<file path="src/hdl/ptmr_cfg.svh">
/*
 Constants of the 10-bit periodic timer: register offsets, field
 positions, field codes and reset values.
 Assumes inclusion from the timer package and core only.
*/
`ifndef PTMR_CFG_SVH
`define PTMR_CFG_SVH

`define PTMR_OFS_CTL0    8'h00
`define PTMR_OFS_CTL1    8'h04
`define PTMR_OFS_CNTL    8'h08
`define PTMR_OFS_CNTH    8'h0C
`define PTMR_OFS_CMPAL   8'h10
`define PTMR_OFS_CMPAH   8'h14
`define PTMR_OFS_PERL    8'h18
`define PTMR_OFS_PERH    8'h1C

`define PTMR_RST_CTL0    8'h00
`define PTMR_RST_CTL1    8'h00
`define PTMR_RST_CMP     10'h000
`define PTMR_CTL0_MASK   8'hF8

`define PTMR_PAUSE_BIT   7
`define PTMR_CKS_HI      6
`define PTMR_CKS_LO      4
`define PTMR_ON_BIT      3
`define PTMR_MODE_HI     7
`define PTMR_MODE_LO     6
`define PTMR_IO_HI       5
`define PTMR_IO_LO       4
`define PTMR_OC_BIT      3
`define PTMR_POL_BIT     2
`define PTMR_CAPS_BIT    1
`define PTMR_CCLR_BIT    0

`define PTMR_MODE_CMP    2'h0
`define PTMR_MODE_CAP    2'h1
`define PTMR_MODE_PWM    2'h2
`define PTMR_MODE_TMR    2'h3

`define PTMR_IO_00       2'h0
`define PTMR_IO_01       2'h1
`define PTMR_IO_10       2'h2
`define PTMR_IO_11       2'h3

`define PTMR_CK_SYS4     3'h0
`define PTMR_CK_SYS      3'h1
`define PTMR_CK_H16      3'h2
`define PTMR_CK_H64      3'h3
`define PTMR_CK_SUB0     3'h4
`define PTMR_CK_SUB1     3'h5
`define PTMR_CK_XRISE    3'h6
`define PTMR_CK_XFALL    3'h7

`define PTMR_DIV4_LAST   2'h3
`define PTMR_H16_MASK    6'h0F
`define PTMR_H64_LAST    6'h3F
`define PTMR_FULL_PERIOD 11'h400

`endif

</file>
<file path="src/hdl/ptmr_pkg.sv">
/*
 Types of the 10-bit periodic timer: the APB request carrier and the
 packed state record of the core.
 Assumes ptmr_cfg.svh on the include path.
*/
package ptmr_pkg;
  `include "ptmr_cfg.svh"

  typedef struct packed {
    logic        psel;
    logic        penable;
    logic        pwrite;
    logic [7:0]  paddr;
    logic [31:0] pwdata;
  } ptmr_apb_req_t;

  typedef struct packed {
    logic [7:0]  ctl0;
    logic [7:0]  ctl1;
    logic [9:0]  cmp_a;
    logic [9:0]  period;
    logic [9:0]  cnt;
    logic [1:0]  div4;
    logic [5:0]  hdiv;
    logic [2:0]  xsync;
    logic [2:0]  csync;
    logic        out_lvl;
    logic        pin;
    logic        flag_a;
    logic        flag_p;
    logic [31:0] prdata;
    logic        pready;
    logic        pslverr;
  } ptmr_state_t;
endpackage

</file>
<file path="src/hdl/ptmr_core.sv">
/*
 10-bit periodic timer with comparators A and P, an APB register slave,
 compare output, capture, PWM, single pulse and timer modes.
 Assumes hs_tick and sub_tick are one-cycle enables made on clk_sys;
 the two pins arrive asynchronously and are synchronised here.
*/
// Overview of operation
// RL1: Ten-bit up-counter on selected clock source
// RL2: Pause bit freezes count, clearing resumes
// RL3: Three-bit field selects the counting clock
// RL4: On rising clears count, falling holds it
// RL5: On rising restores output initial level
// RL6: Software cannot write the counter directly
// RL7: Two-bit field selects operating mode
// RL8: Software turns module off before mode change
// RL9: Comparator A match drives pin per field
// RL10: Match equal to initial level shows nothing
// RL11: PWM field forces levels or enables outputs
// RL12: Software changes pin field only when off
// RL13: Capture field picks trigger edge or disables
// RL14: Capture source is capture pin or clock pin
// RL15: Output-control bit sets initial/active level
// RL16: Polarity bit inverts the output pin
// RL17: Clear-select picks comparator A or P clear
// RL18: Clear-select ignored in PWM, pulse, capture
// RL19: Comparator P compares all ten counter bits
// RL20: Automatic clears raise the interrupt request
// RL21: Count read as low byte and high bits
// RL22: Timer mode leaves output pin unused
// RL23: Zero compare A overflows without A flag
`timescale 1ns/1ps
`include "ptmr_cfg.svh"

module ptmr_core
  import ptmr_pkg::*;
#(
  parameter int CNT_W = 10
) (
  input  wire logic        clk_sys,
  input  wire logic        rst,
  input  wire logic        psel,
  input  wire logic        penable,
  input  wire logic        pwrite,
  input  wire logic [7:0]  paddr,
  input  wire logic [31:0] pwdata,
  output logic      [31:0] prdata,
  output logic             pready,
  output logic             pslverr,
  input  wire logic        hs_tick,
  input  wire logic        sub_tick,
  input  wire logic        external_clock_pin,
  input  wire logic        capture_input_pin,
  output logic             timer_output_pin,
  output logic             compare_a_flag,
  output logic             compare_p_flag
);

  ptmr_state_t   s_r;
  ptmr_state_t   s_nxt;
  ptmr_apb_req_t req;

  logic             wr_en;
  logic             rd_en;
  logic             on_now;
  logic             on_new;
  logic             on_rise;
  logic [1:0]       mode;
  logic [1:0]       pinf;
  logic             oc;
  logic             tick;
  logic             x_rise;
  logic             x_fall;
  logic             c_rise;
  logic             c_fall;
  logic             trg_rise;
  logic             trg_fall;
  logic             cap_hit;
  logic [CNT_W:0]   nxt_cnt;
  logic [CNT_W:0]   per_ext;
  logic             a_hit;
  logic             p_hit;
  logic             clr_cnt;
  logic             pwm_act;
  logic             single;
  logic [31:0]      rdata;
  logic             hit_map;

  assign req = '{psel, penable, pwrite, paddr, pwdata};

  //////////////////////////////////////////////////////////////////////
  // Register decode
  always_comb begin
    wr_en   = req.psel && req.penable && req.pwrite && s_r.pready;
    rd_en   = req.psel && !req.penable && !s_r.pready;
    hit_map = 1'b1;
    rdata   = '0;
    case (req.paddr)
      `PTMR_OFS_CTL0:  rdata[7:0] = s_r.ctl0;
      `PTMR_OFS_CTL1:  rdata[7:0] = s_r.ctl1;
      // RL21: count read split
      `PTMR_OFS_CNTL:  rdata[7:0] = s_r.cnt[7:0];
      `PTMR_OFS_CNTH:  rdata[1:0] = s_r.cnt[9:8];
      `PTMR_OFS_CMPAL: rdata[7:0] = s_r.cmp_a[7:0];
      `PTMR_OFS_CMPAH: rdata[1:0] = s_r.cmp_a[9:8];
      `PTMR_OFS_PERL:  rdata[7:0] = s_r.period[7:0];
      `PTMR_OFS_PERH:  rdata[1:0] = s_r.period[9:8];
      default:         hit_map    = 1'b0;
    endcase
  end

  //////////////////////////////////////////////////////////////////////
  // Control fields and the on-bit edge
  always_comb begin
    // RL7: mode field decode
    mode   = s_r.ctl1[`PTMR_MODE_HI:`PTMR_MODE_LO];
    pinf   = s_r.ctl1[`PTMR_IO_HI:`PTMR_IO_LO];
    oc     = s_r.ctl1[`PTMR_OC_BIT];
    on_now = s_r.ctl0[`PTMR_ON_BIT];
    on_new = on_now;
    if (wr_en && req.paddr == `PTMR_OFS_CTL0) begin
      on_new = req.pwdata[`PTMR_ON_BIT];
    end
    // RL4: detect off-to-on write
    on_rise = on_new && !on_now;
    single  = (mode == `PTMR_MODE_PWM) && (pinf == `PTMR_IO_11);
  end

  //////////////////////////////////////////////////////////////////////
  // Pin edges, taken between the second and third sync stages
  always_comb begin
    x_rise = s_r.xsync[1] && !s_r.xsync[2];
    x_fall = !s_r.xsync[1] && s_r.xsync[2];
    c_rise = s_r.csync[1] && !s_r.csync[2];
    c_fall = !s_r.csync[1] && s_r.csync[2];
  end

  //////////////////////////////////////////////////////////////////////
  // Count clock selection
  always_comb begin
    // RL3: clock source select
    case (s_r.ctl0[`PTMR_CKS_HI:`PTMR_CKS_LO])
      `PTMR_CK_SYS4:  tick = (s_r.div4 == `PTMR_DIV4_LAST);
      `PTMR_CK_SYS:   tick = 1'b1;
      `PTMR_CK_H16:   tick = hs_tick &&
                             ((s_r.hdiv & `PTMR_H16_MASK) ==
                              `PTMR_H16_MASK);
      `PTMR_CK_H64:   tick = hs_tick &&
                             (s_r.hdiv == `PTMR_H64_LAST);
      `PTMR_CK_SUB0,
      `PTMR_CK_SUB1:  tick = sub_tick;
      `PTMR_CK_XRISE: tick = x_rise;
      `PTMR_CK_XFALL: tick = x_fall;
      default:        tick = 1'b0;
    endcase
    // RL2: pause freezes counting
    tick = tick && on_now && !s_r.ctl0[`PTMR_PAUSE_BIT];
  end

  //////////////////////////////////////////////////////////////////////
  // Comparators
  always_comb begin
    nxt_cnt = {1'b0, s_r.cnt} + {{CNT_W{1'b0}}, 1'b1};
    // RL19: full-width period compare
    per_ext = (s_r.period == '0) ? `PTMR_FULL_PERIOD
                                 : {1'b0, s_r.period};
    p_hit   = tick && (nxt_cnt == per_ext);
    // RL23: zero compare A never matches
    a_hit   = tick && (s_r.cmp_a != '0) &&
              (nxt_cnt == {1'b0, s_r.cmp_a}) &&
              (mode != `PTMR_MODE_CAP);
    clr_cnt = 1'b0;
    case (mode)
      // RL17: clear by A or by P
      `PTMR_MODE_CMP,
      `PTMR_MODE_TMR: clr_cnt = s_r.ctl1[`PTMR_CCLR_BIT] ? a_hit : p_hit;
      // RL18: clear-select ignored here
      `PTMR_MODE_CAP: clr_cnt = p_hit;
      `PTMR_MODE_PWM: clr_cnt = single ? a_hit : p_hit;
      default:        clr_cnt = 1'b0;
    endcase
    // Duty at or beyond the period gives full on-time
    pwm_act = ({1'b0, s_r.cmp_a} >= per_ext) ||
              (s_r.cnt < s_r.cmp_a);
  end

  //////////////////////////////////////////////////////////////////////
  // Capture trigger
  always_comb begin
    // RL14: capture source select
    trg_rise = s_r.ctl1[`PTMR_CAPS_BIT] ? x_rise : c_rise;
    trg_fall = s_r.ctl1[`PTMR_CAPS_BIT] ? x_fall : c_fall;
    // RL13: capture edge choice
    case (pinf)
      `PTMR_IO_00: cap_hit = trg_rise;
      `PTMR_IO_01: cap_hit = trg_fall;
      `PTMR_IO_10: cap_hit = trg_rise || trg_fall;
      default:     cap_hit = 1'b0;
    endcase
    cap_hit = cap_hit && on_now && (mode == `PTMR_MODE_CAP);
  end

  //////////////////////////////////////////////////////////////////////
  // Next state
  always_comb begin
    s_nxt = s_r;

    s_nxt.xsync = {s_r.xsync[1:0], external_clock_pin};
    s_nxt.csync = {s_r.csync[1:0], capture_input_pin};
    s_nxt.div4  = s_r.div4 + 2'h1;
    if (hs_tick) begin
      s_nxt.hdiv = s_r.hdiv + 6'h01;
    end

    // APB: answer prepared in setup, completed in access
    s_nxt.pready = rd_en;
    if (rd_en) begin
      s_nxt.prdata  = rdata;
      s_nxt.pslverr = !hit_map;
    end
    if (wr_en) begin
      case (req.paddr)
        `PTMR_OFS_CTL0:
          s_nxt.ctl0 = req.pwdata[7:0] & `PTMR_CTL0_MASK;
        `PTMR_OFS_CTL1:  s_nxt.ctl1 = req.pwdata[7:0];
        `PTMR_OFS_CMPAL: s_nxt.cmp_a[7:0] = req.pwdata[7:0];
        `PTMR_OFS_CMPAH: s_nxt.cmp_a[9:8] = req.pwdata[1:0];
        `PTMR_OFS_PERL:  s_nxt.period[7:0] = req.pwdata[7:0];
        `PTMR_OFS_PERH:  s_nxt.period[9:8] = req.pwdata[1:0];
        // RL6: count has no write path
        default:         s_nxt.ctl0 = s_r.ctl0;
      endcase
    end

    // RL1: advance on selected tick
    if (tick) begin
      s_nxt.cnt = clr_cnt ? '0 : nxt_cnt[CNT_W-1:0];
    end

    // RL13: latch count into compare A
    if (cap_hit) begin
      s_nxt.cmp_a = s_r.cnt;
    end

    // RL20: clear events raise requests
    s_nxt.flag_a = a_hit || cap_hit;
    s_nxt.flag_p = p_hit &&
                   !(s_r.ctl1[`PTMR_CCLR_BIT] &&
                     (mode == `PTMR_MODE_CMP ||
                      mode == `PTMR_MODE_TMR)) &&
                   !single;

    // Output level per mode
    case (mode)
      `PTMR_MODE_CMP: begin
        // RL9: match drives pin
        // RL10: equal level is invisible
        if (a_hit) begin
          case (pinf)
            `PTMR_IO_01: s_nxt.out_lvl = 1'b0;
            `PTMR_IO_10: s_nxt.out_lvl = 1'b1;
            `PTMR_IO_11: s_nxt.out_lvl = !s_r.out_lvl;
            default:     s_nxt.out_lvl = s_r.out_lvl;
          endcase
        end
      end
      `PTMR_MODE_PWM: begin
        // RL11: force or waveform
        // RL15: active level from oc
        case (pinf)
          `PTMR_IO_00: s_nxt.out_lvl = !oc;
          `PTMR_IO_01: s_nxt.out_lvl = oc;
          `PTMR_IO_10: s_nxt.out_lvl = (on_now && pwm_act) ? oc : !oc;
          default:     s_nxt.out_lvl = on_now ? oc : !oc;
        endcase
        // Pulse ends on A match by switching the timer off
        if (single && a_hit) begin
          s_nxt.ctl0[`PTMR_ON_BIT] = 1'b0;
          s_nxt.out_lvl            = !oc;
        end
      end
      default: s_nxt.out_lvl = s_r.out_lvl;
    endcase

    // RL4: off-to-on clears the count
    if (on_rise) begin
      s_nxt.cnt = '0;
      // RL5: restore initial level
      if (mode != `PTMR_MODE_CAP && mode != `PTMR_MODE_TMR) begin
        s_nxt.out_lvl = oc;
      end
    end

    // RL16: polarity inversion
    // RL22: timer mode pin held low
    if (mode == `PTMR_MODE_TMR || mode == `PTMR_MODE_CAP) begin
      s_nxt.pin = 1'b0;
    end else begin
      s_nxt.pin = s_nxt.out_lvl ^ s_r.ctl1[`PTMR_POL_BIT];
    end
  end

  //////////////////////////////////////////////////////////////////////
  // State register
  always_ff @(posedge clk_sys) begin
    if (rst) begin
      s_r         <= '0;
      s_r.ctl0    <= `PTMR_RST_CTL0;
      s_r.ctl1    <= `PTMR_RST_CTL1;
      s_r.cmp_a   <= `PTMR_RST_CMP;
      s_r.period  <= `PTMR_RST_CMP;
    end else begin
      s_r <= s_nxt;
    end
  end

  assign prdata           = s_r.prdata;
  assign pready           = s_r.pready;
  assign pslverr          = s_r.pslverr;
  assign timer_output_pin = s_r.pin;
  assign compare_a_flag   = s_r.flag_a;
  assign compare_p_flag   = s_r.flag_p;

endmodule

</file>
<file path="config.mk">
export PLATFORM = sky130hd
export DESIGN_NAME = ptmr_core
export DESIGN_NICKNAME = d
export VERILOG_FILES = /design/src/hdl/ptmr_pkg.sv /design/src/hdl/ptmr_core.sv
export VERILOG_INCLUDE_DIRS = /design/src /design/src/hdl
export SDC_FILE = /design/constraint.sdc
export NUM_CORES = 1
export LEC_CHECK = 0
export ABC_AREA = 1
export BUFFER_PORTS_ARGS = -buffer_cell sky130_fd_sc_hd__buf_2
export CORE_AREA = 2 2 93 95
export DETAILED_ROUTE_END_ITERATION = 6
export DIE_AREA = 0 0 95 97
export PLACE_DENSITY_LB_ADDON = 0.1
export SLEW_MARGIN = 40
export SYNTH_ARGS = -nofsm -noshare
export SYNTH_HDL_FRONTEND = slang
export SYNTH_SLANG_ARGS = --single-unit
</file>
<file path="constraint.sdc">
create_clock -name clk_sys -period 5.62 [get_ports clk_sys]
set_input_delay 1.124 -clock clk_sys [delete_from_list [all_inputs] [get_ports clk_sys]]
set_output_delay 1.124 -clock clk_sys [all_outputs]
set_load 0.1 [all_outputs]
</file>
; ---- Word-level counts from Yosys, hierarchy flattened
; Cells that the tools add are included.
[classes]
bitwise_logic = 1
mux = 32
addsub = 3
n_reduce_logical = 66
n_eq_ne = 27
n_lt_le_gt_ge = 2
[op_table]
columns = operator, n
row1 = $eq 8x5->1 const B, 4
row2 = $mux 32, 1
row3 = $pmux 6 s5, 1
row4 = $logic_and 1x1->1, 28
row5 = $mux 8, 3
row6 = $mux 10, 2
row7 = $eq 8x4->1 const B, 2
row8 = $mux 1, 14
row9 = $pmux 2 s7, 1
row10 = $logic_not 1->1, 13
row11 = $eq 3x3->1 const B, 4
row12 = $pmux 1 s3, 4
row13 = $reduce_and 2->1, 6
row14 = $add 10x1->11 const B, 1
row15 = $eq 11x10->1, 1
row16 = $eq 11x11->1, 1
row17 = $ge 10x11->1, 1
row18 = $mux 11, 1
row19 = $eq 2x2->1 const B, 5
row20 = $logic_not 10->1, 1
row21 = $lt 10x10->1, 1
row22 = $reduce_bool 10->1, 1
row23 = $eq 8x3->1 const B, 1
row24 = $logic_not 8->1, 1
row25 = other kinds (20), 33
[totals]
ff_bits = 71

; ---- Depth between registers and ports, before layout
[logic_depth]
ltp_word = 14
ltp_mapped = 22
depth_no_buf = 22

; ---- Worst setup path after synthesis
; OpenSTA, ideal clock, no wires.
[synth_timing]
path_type = input -> register
from = in paddr[7]
to = reg s_r, in the netlist timer_output_pin
t_arrival_ps = 2511
slack_ps = 3043
setup_time_ps = 66
stages = 11
cell_sequence = nor2_1 inv_1 nor3_1 nand2_1 nor2_1 nand3_1 nor3_1 nor2_1 nand2_2 nand3_1 a21oi_2
[synth_between]
elab_chain_len = 6
[synth_rtl]
columns = item, line
row1 = start: declaration, ptmr_core.sv:44  ; input wire logic [7:0] paddr,
row2 = $logic_not 8->1, --
row3 = $logic_and 1x1->1 (no line), --
row4 = $mux 1, ptmr_core.sv:120  ; if (wr_en && req.paddr == `PTMR_OFS_CTL0) begin
row5 = $logic_and 1x1->1, ptmr_core.sv:124  ; on_rise = on_new && !on_now;
row6 = $mux 1, ptmr_core.sv:285  ; if (on_rise) begin
row7 = $xor 1x1->1, ptmr_core.sv:298  ; s_nxt.pin = s_nxt.out_lvl ^ s_r.ctl1[`PTMR_POL_BIT];
row8 = end signal: assignment, ptmr_core.sv:312  ; s_r <= s_nxt;
row9 = end: declaration, ptmr_core.sv:58  ; ptmr_state_t s_r;
; No other way between the ends.
; A chain may end at the register's enable or synchronous reset.

; ---- Worst setup path after layout
[layout_timing]
from = reg s_r[52] in the netlist's numbering
to = reg s_r[52] in the netlist's numbering
[layout_between]
elab_chain_len = 7
[layout_rtl]
columns = item, line
row1 = $add 10x1->11 (*), ptmr_core.sv:162  ; nxt_cnt = {1'b0, s_r.cnt} + {{CNT_W{1'b0}}, 1'b1};
row2 = $eq 11x10->1, ptmr_core.sv:169  ; (nxt_cnt == {1'b0, s_r.cmp_a}) &&
row3 = $logic_and 1x1->1 (2 in a row), ptmr_core.sv:168  ; a_hit = tick && (s_r.cmp_a != '0) &&
row4 = "$mux 1, on equally long branches", "ptmr_core.sv:178, ptmr_core.sv:175"
row5 = $pmux 1 s3, ptmr_core.sv:172  ; case (mode)
row6 = $mux 10 (*), ptmr_core.sv:236  ; s_nxt.cnt = clr_cnt ? '0 : nxt_cnt[CNT_W-1:0];
; Every way passes the cells marked *; elsewhere a longest branch is shown, timed or not.

==> impl_results.md <==
- Share of layout cells above drive strength 1: 11.3%
- Initial antenna violation count: 0
- Via count: 4992
- Post-synth EDFFs: 0
- Worst setup SP type: flip-flop
- Cell Area, Synth: 4790 um2
- Worst hold path type: reg -> reg
- DR vias/cell: 5.88
- Synth Instances: 715
- IR drop worst, VDD: 0.171 mV
- CTS tree: yes
- Avg Cell Area, Syn: 6.69 um2
- Unrepaired setup endpoints after global routing: false
- Routed wire length: 14500 um
- Most frequent cells in the layout: 140 x nand2_1, 87 x inv_1, 81 x nor2_1
- Setup TNS: 0 ns
- First-pass GRT wire length: 23200 um
- Die ar.: 9220 um2
- Die Span Y: 97 um
- Status: completed
- Port-buffer cells: 37
- Least-Margin Pin Slew: 0.793 ns
- Crit path capture type: flip-flop
- Yosys cell types: 46
- Sw Share: 31.6%
- CTS Hold Bufs: 0
- Largest net degree at the start of global routing: 37
- Main flop type after synthesis: dfxtp_1
- Leak: 0.00230 uW
- Total grt overflow: 0
- Clk buf depth: 2
- Post-CTS Setup Repair Bufs: 0
- Comb pwr share: 13.0%
- Core box area: 8130 um2
- Dpl hpwl: 11300 um
- Number of global-route vias before repair: 4527
- # clock sinks: 71
- Io pins: 86
- CTS Buf Count: 9
- Critical setup path kind: reg -> reg
- Clock skew: 0.0129 ns
- Ys async rst share: 0%
- # setup viols final: 0
- Sequential Power Share: 47.2%
- Yosys warnings: 0
- Final Max Tran Viols: 0
- Synthesis-to-layout area growth: 6.41%
- Critical Path RT: 5.85 ns
- Global Route Usage Sum: 32.7%
- Worst-Skew Late Latency: 0.35 ns
- Post-CTS Resized: 0
- Global placer's final weighted congestion: 1.00
- Crit Path Max Fanout: 11
- Die width: 95 um
- Starting Density: 58.8%
- Flops & latches, synth: 71
- Row count: 33
- Clock power share: 39.9%
- Slew HR: 46.9%
- Int Pwr: 746 uW
- Final min period: 3.00 ns
- H-tree depth: 3
- Routed WL per cell: 17.1 um
- Fmax: 0.333 GHz
- DRC viols: 0
- Clk pin slew, worst setup/hold paths: 0.08 ns
- Hold WS: 0.400 ns
- Starting DRT DRC Count: 378
- Routed Antenna Nets: 0
- Most common cell after layout, fill and taps aside: nand2_1
- Switch Pwr: 344 uW
- PD cells: 214 nW/um2
- Final period utilization: 53.4%
- Root buf cell: clkbuf_8
- MaxCap Viol Count: 0
- Final hold vios: 0
- Critical Path AT: 3.23 ns
- Sequential area share after synthesis: 29.7%
- TritonRoute pass-1 iters: 6
- Nets: 815
- N_diodes: 0
==> cell type report <==
| class | instances | area, um2 |
|---|---|---|
| clock buffer | 10 | 138 |
| clock inverter | 6 | 67.6 |
| fill | 788 | 3040 |
| inverter | 94 | 355 |
| multi-input combinational | 524 | 2780 |
| sequential | 71 | 1420 |
| tap | 105 | 131 |
| timing repair buffer | 39 | 200 |
==> critical path, cell delays in order, from the launching register on <==
cell,delay (ns)
dfxtp_1,0.72
ha_1,0.43
nand2_1,0.13
nand2_1,0.17
inv_1,0.11
a21oi_1,0.31
and2_1,0.21
nand2_1,0.07
nor3_2,0.18
nand3_1,0.12
nand3_1,0.11
nand2_2,0.13
nand3_1,0.11
a21oi_1,0.07
==> per-stage QoR <==
stage	total power (uW)	area (um2)	utilization, %	setup slack (ns)	instances
3_3_place_gp	665	4890	60.1	2.44	833
5_1_grt	1120	5090	62.6	2.36	849
4_1_cts	1090	5090	62.6	2.71	849
6_report	1090	5090	62.6	2.62	849
3_5_place_dp	666	4890	60.1	2.35	833
2_1_floorplan	658	4870	-	3.04	738
==> cells in the mapped netlist, types with 2 or more instances <==
master | n | share of area, %
a22oi_1 | 2 | 0.31
o22ai_1 | 8 | 1.0
xor2_1 | 3 | 0.55
ha_1 | 27 | 7.1
nor3_2 | 3 | 0.63
a211oi_1 | 21 | 3.3
nand2_2 | 11 | 1.4
a21oi_1 | 45 | 4.7
dfxtp_1 | 71 | 30
nor3_1 | 12 | 1.3
nand2_1 | 140 | 11
inv_2 | 3 | 0.24
nor2_1 | 81 | 6.4
o211ai_1 | 2 | 0.31
a31oi_1 | 7 | 0.91
o221ai_1 | 2 | 0.37
buf_4 | 35 | 5.5
inv_1 | 87 | 6.8
nand3b_1 | 2 | 0.31
clkinv_1 | 3 | 0.24
o21ai_0 | 37 | 3.9
nor2_2 | 4 | 0.52
a221oi_1 | 7 | 1.3
nand4_1 | 19 | 2.5
nand3_1 | 51 | 5.3
clkbuf_1 | 12 | 0.94
==> state kept, by name, summed over array words and instances, names as in the netlist <==
register          flops
pslverr               1
s_r                  48
mode                  2
on_now                1
pinf                  2
pready                1
compare_a_flag        1
oc                    1
timer_output_pin      1
prdata                8
compare_p_flag        1
s_nxt                 4
==> final timing paths <==
check        slack [ns]  cells after the start       from        end
max                2.62                     13    s_r[52]    s_r[52]
min reg2reg        0.40                      2  s_nxt[42]  s_nxt[43]
min                0.40                      2  s_nxt[42]  s_nxt[43]
max reg2reg        2.62                     13    s_r[52]    s_r[52]
==> power groups by stage <==
stage	clock (uW)	sequential (uW)	combinational, uW
2_1_floorplan	0	531	127
3_3_place_gp	0	526	139
3_5_place_dp	0	526	140
4_1_cts	438	514	141
5_1_grt	458	515	148
6_report	434	514	141
==> metal layers <==
layer | up-vias | wire length, um | GRT usage, %
met1 | 2277 | 6230 | 45.1
met5 | - | 0 | 0
li1 | 2396 | - | -
met2 | 269 | 6150 | 47.8
met3 | 50 | 1480 | 6.70
met4 | 0 | 650 | 16.6
==> logic make-up after synthesis <==
family                     count (synthesis)  share of synthesized area (%)
and+or+nand+nor                          332                           31.3
buffers and inverters                    143                           14.0
AOI/OAI and AO/OA                        138                           17.3
DFF                                       71                           29.7
adders and majority gates                 27                           7.06
xor gates and xnor gates                   3                          0.549
other                                      1                         0.0784
Power figures use the tool's default switching activity.
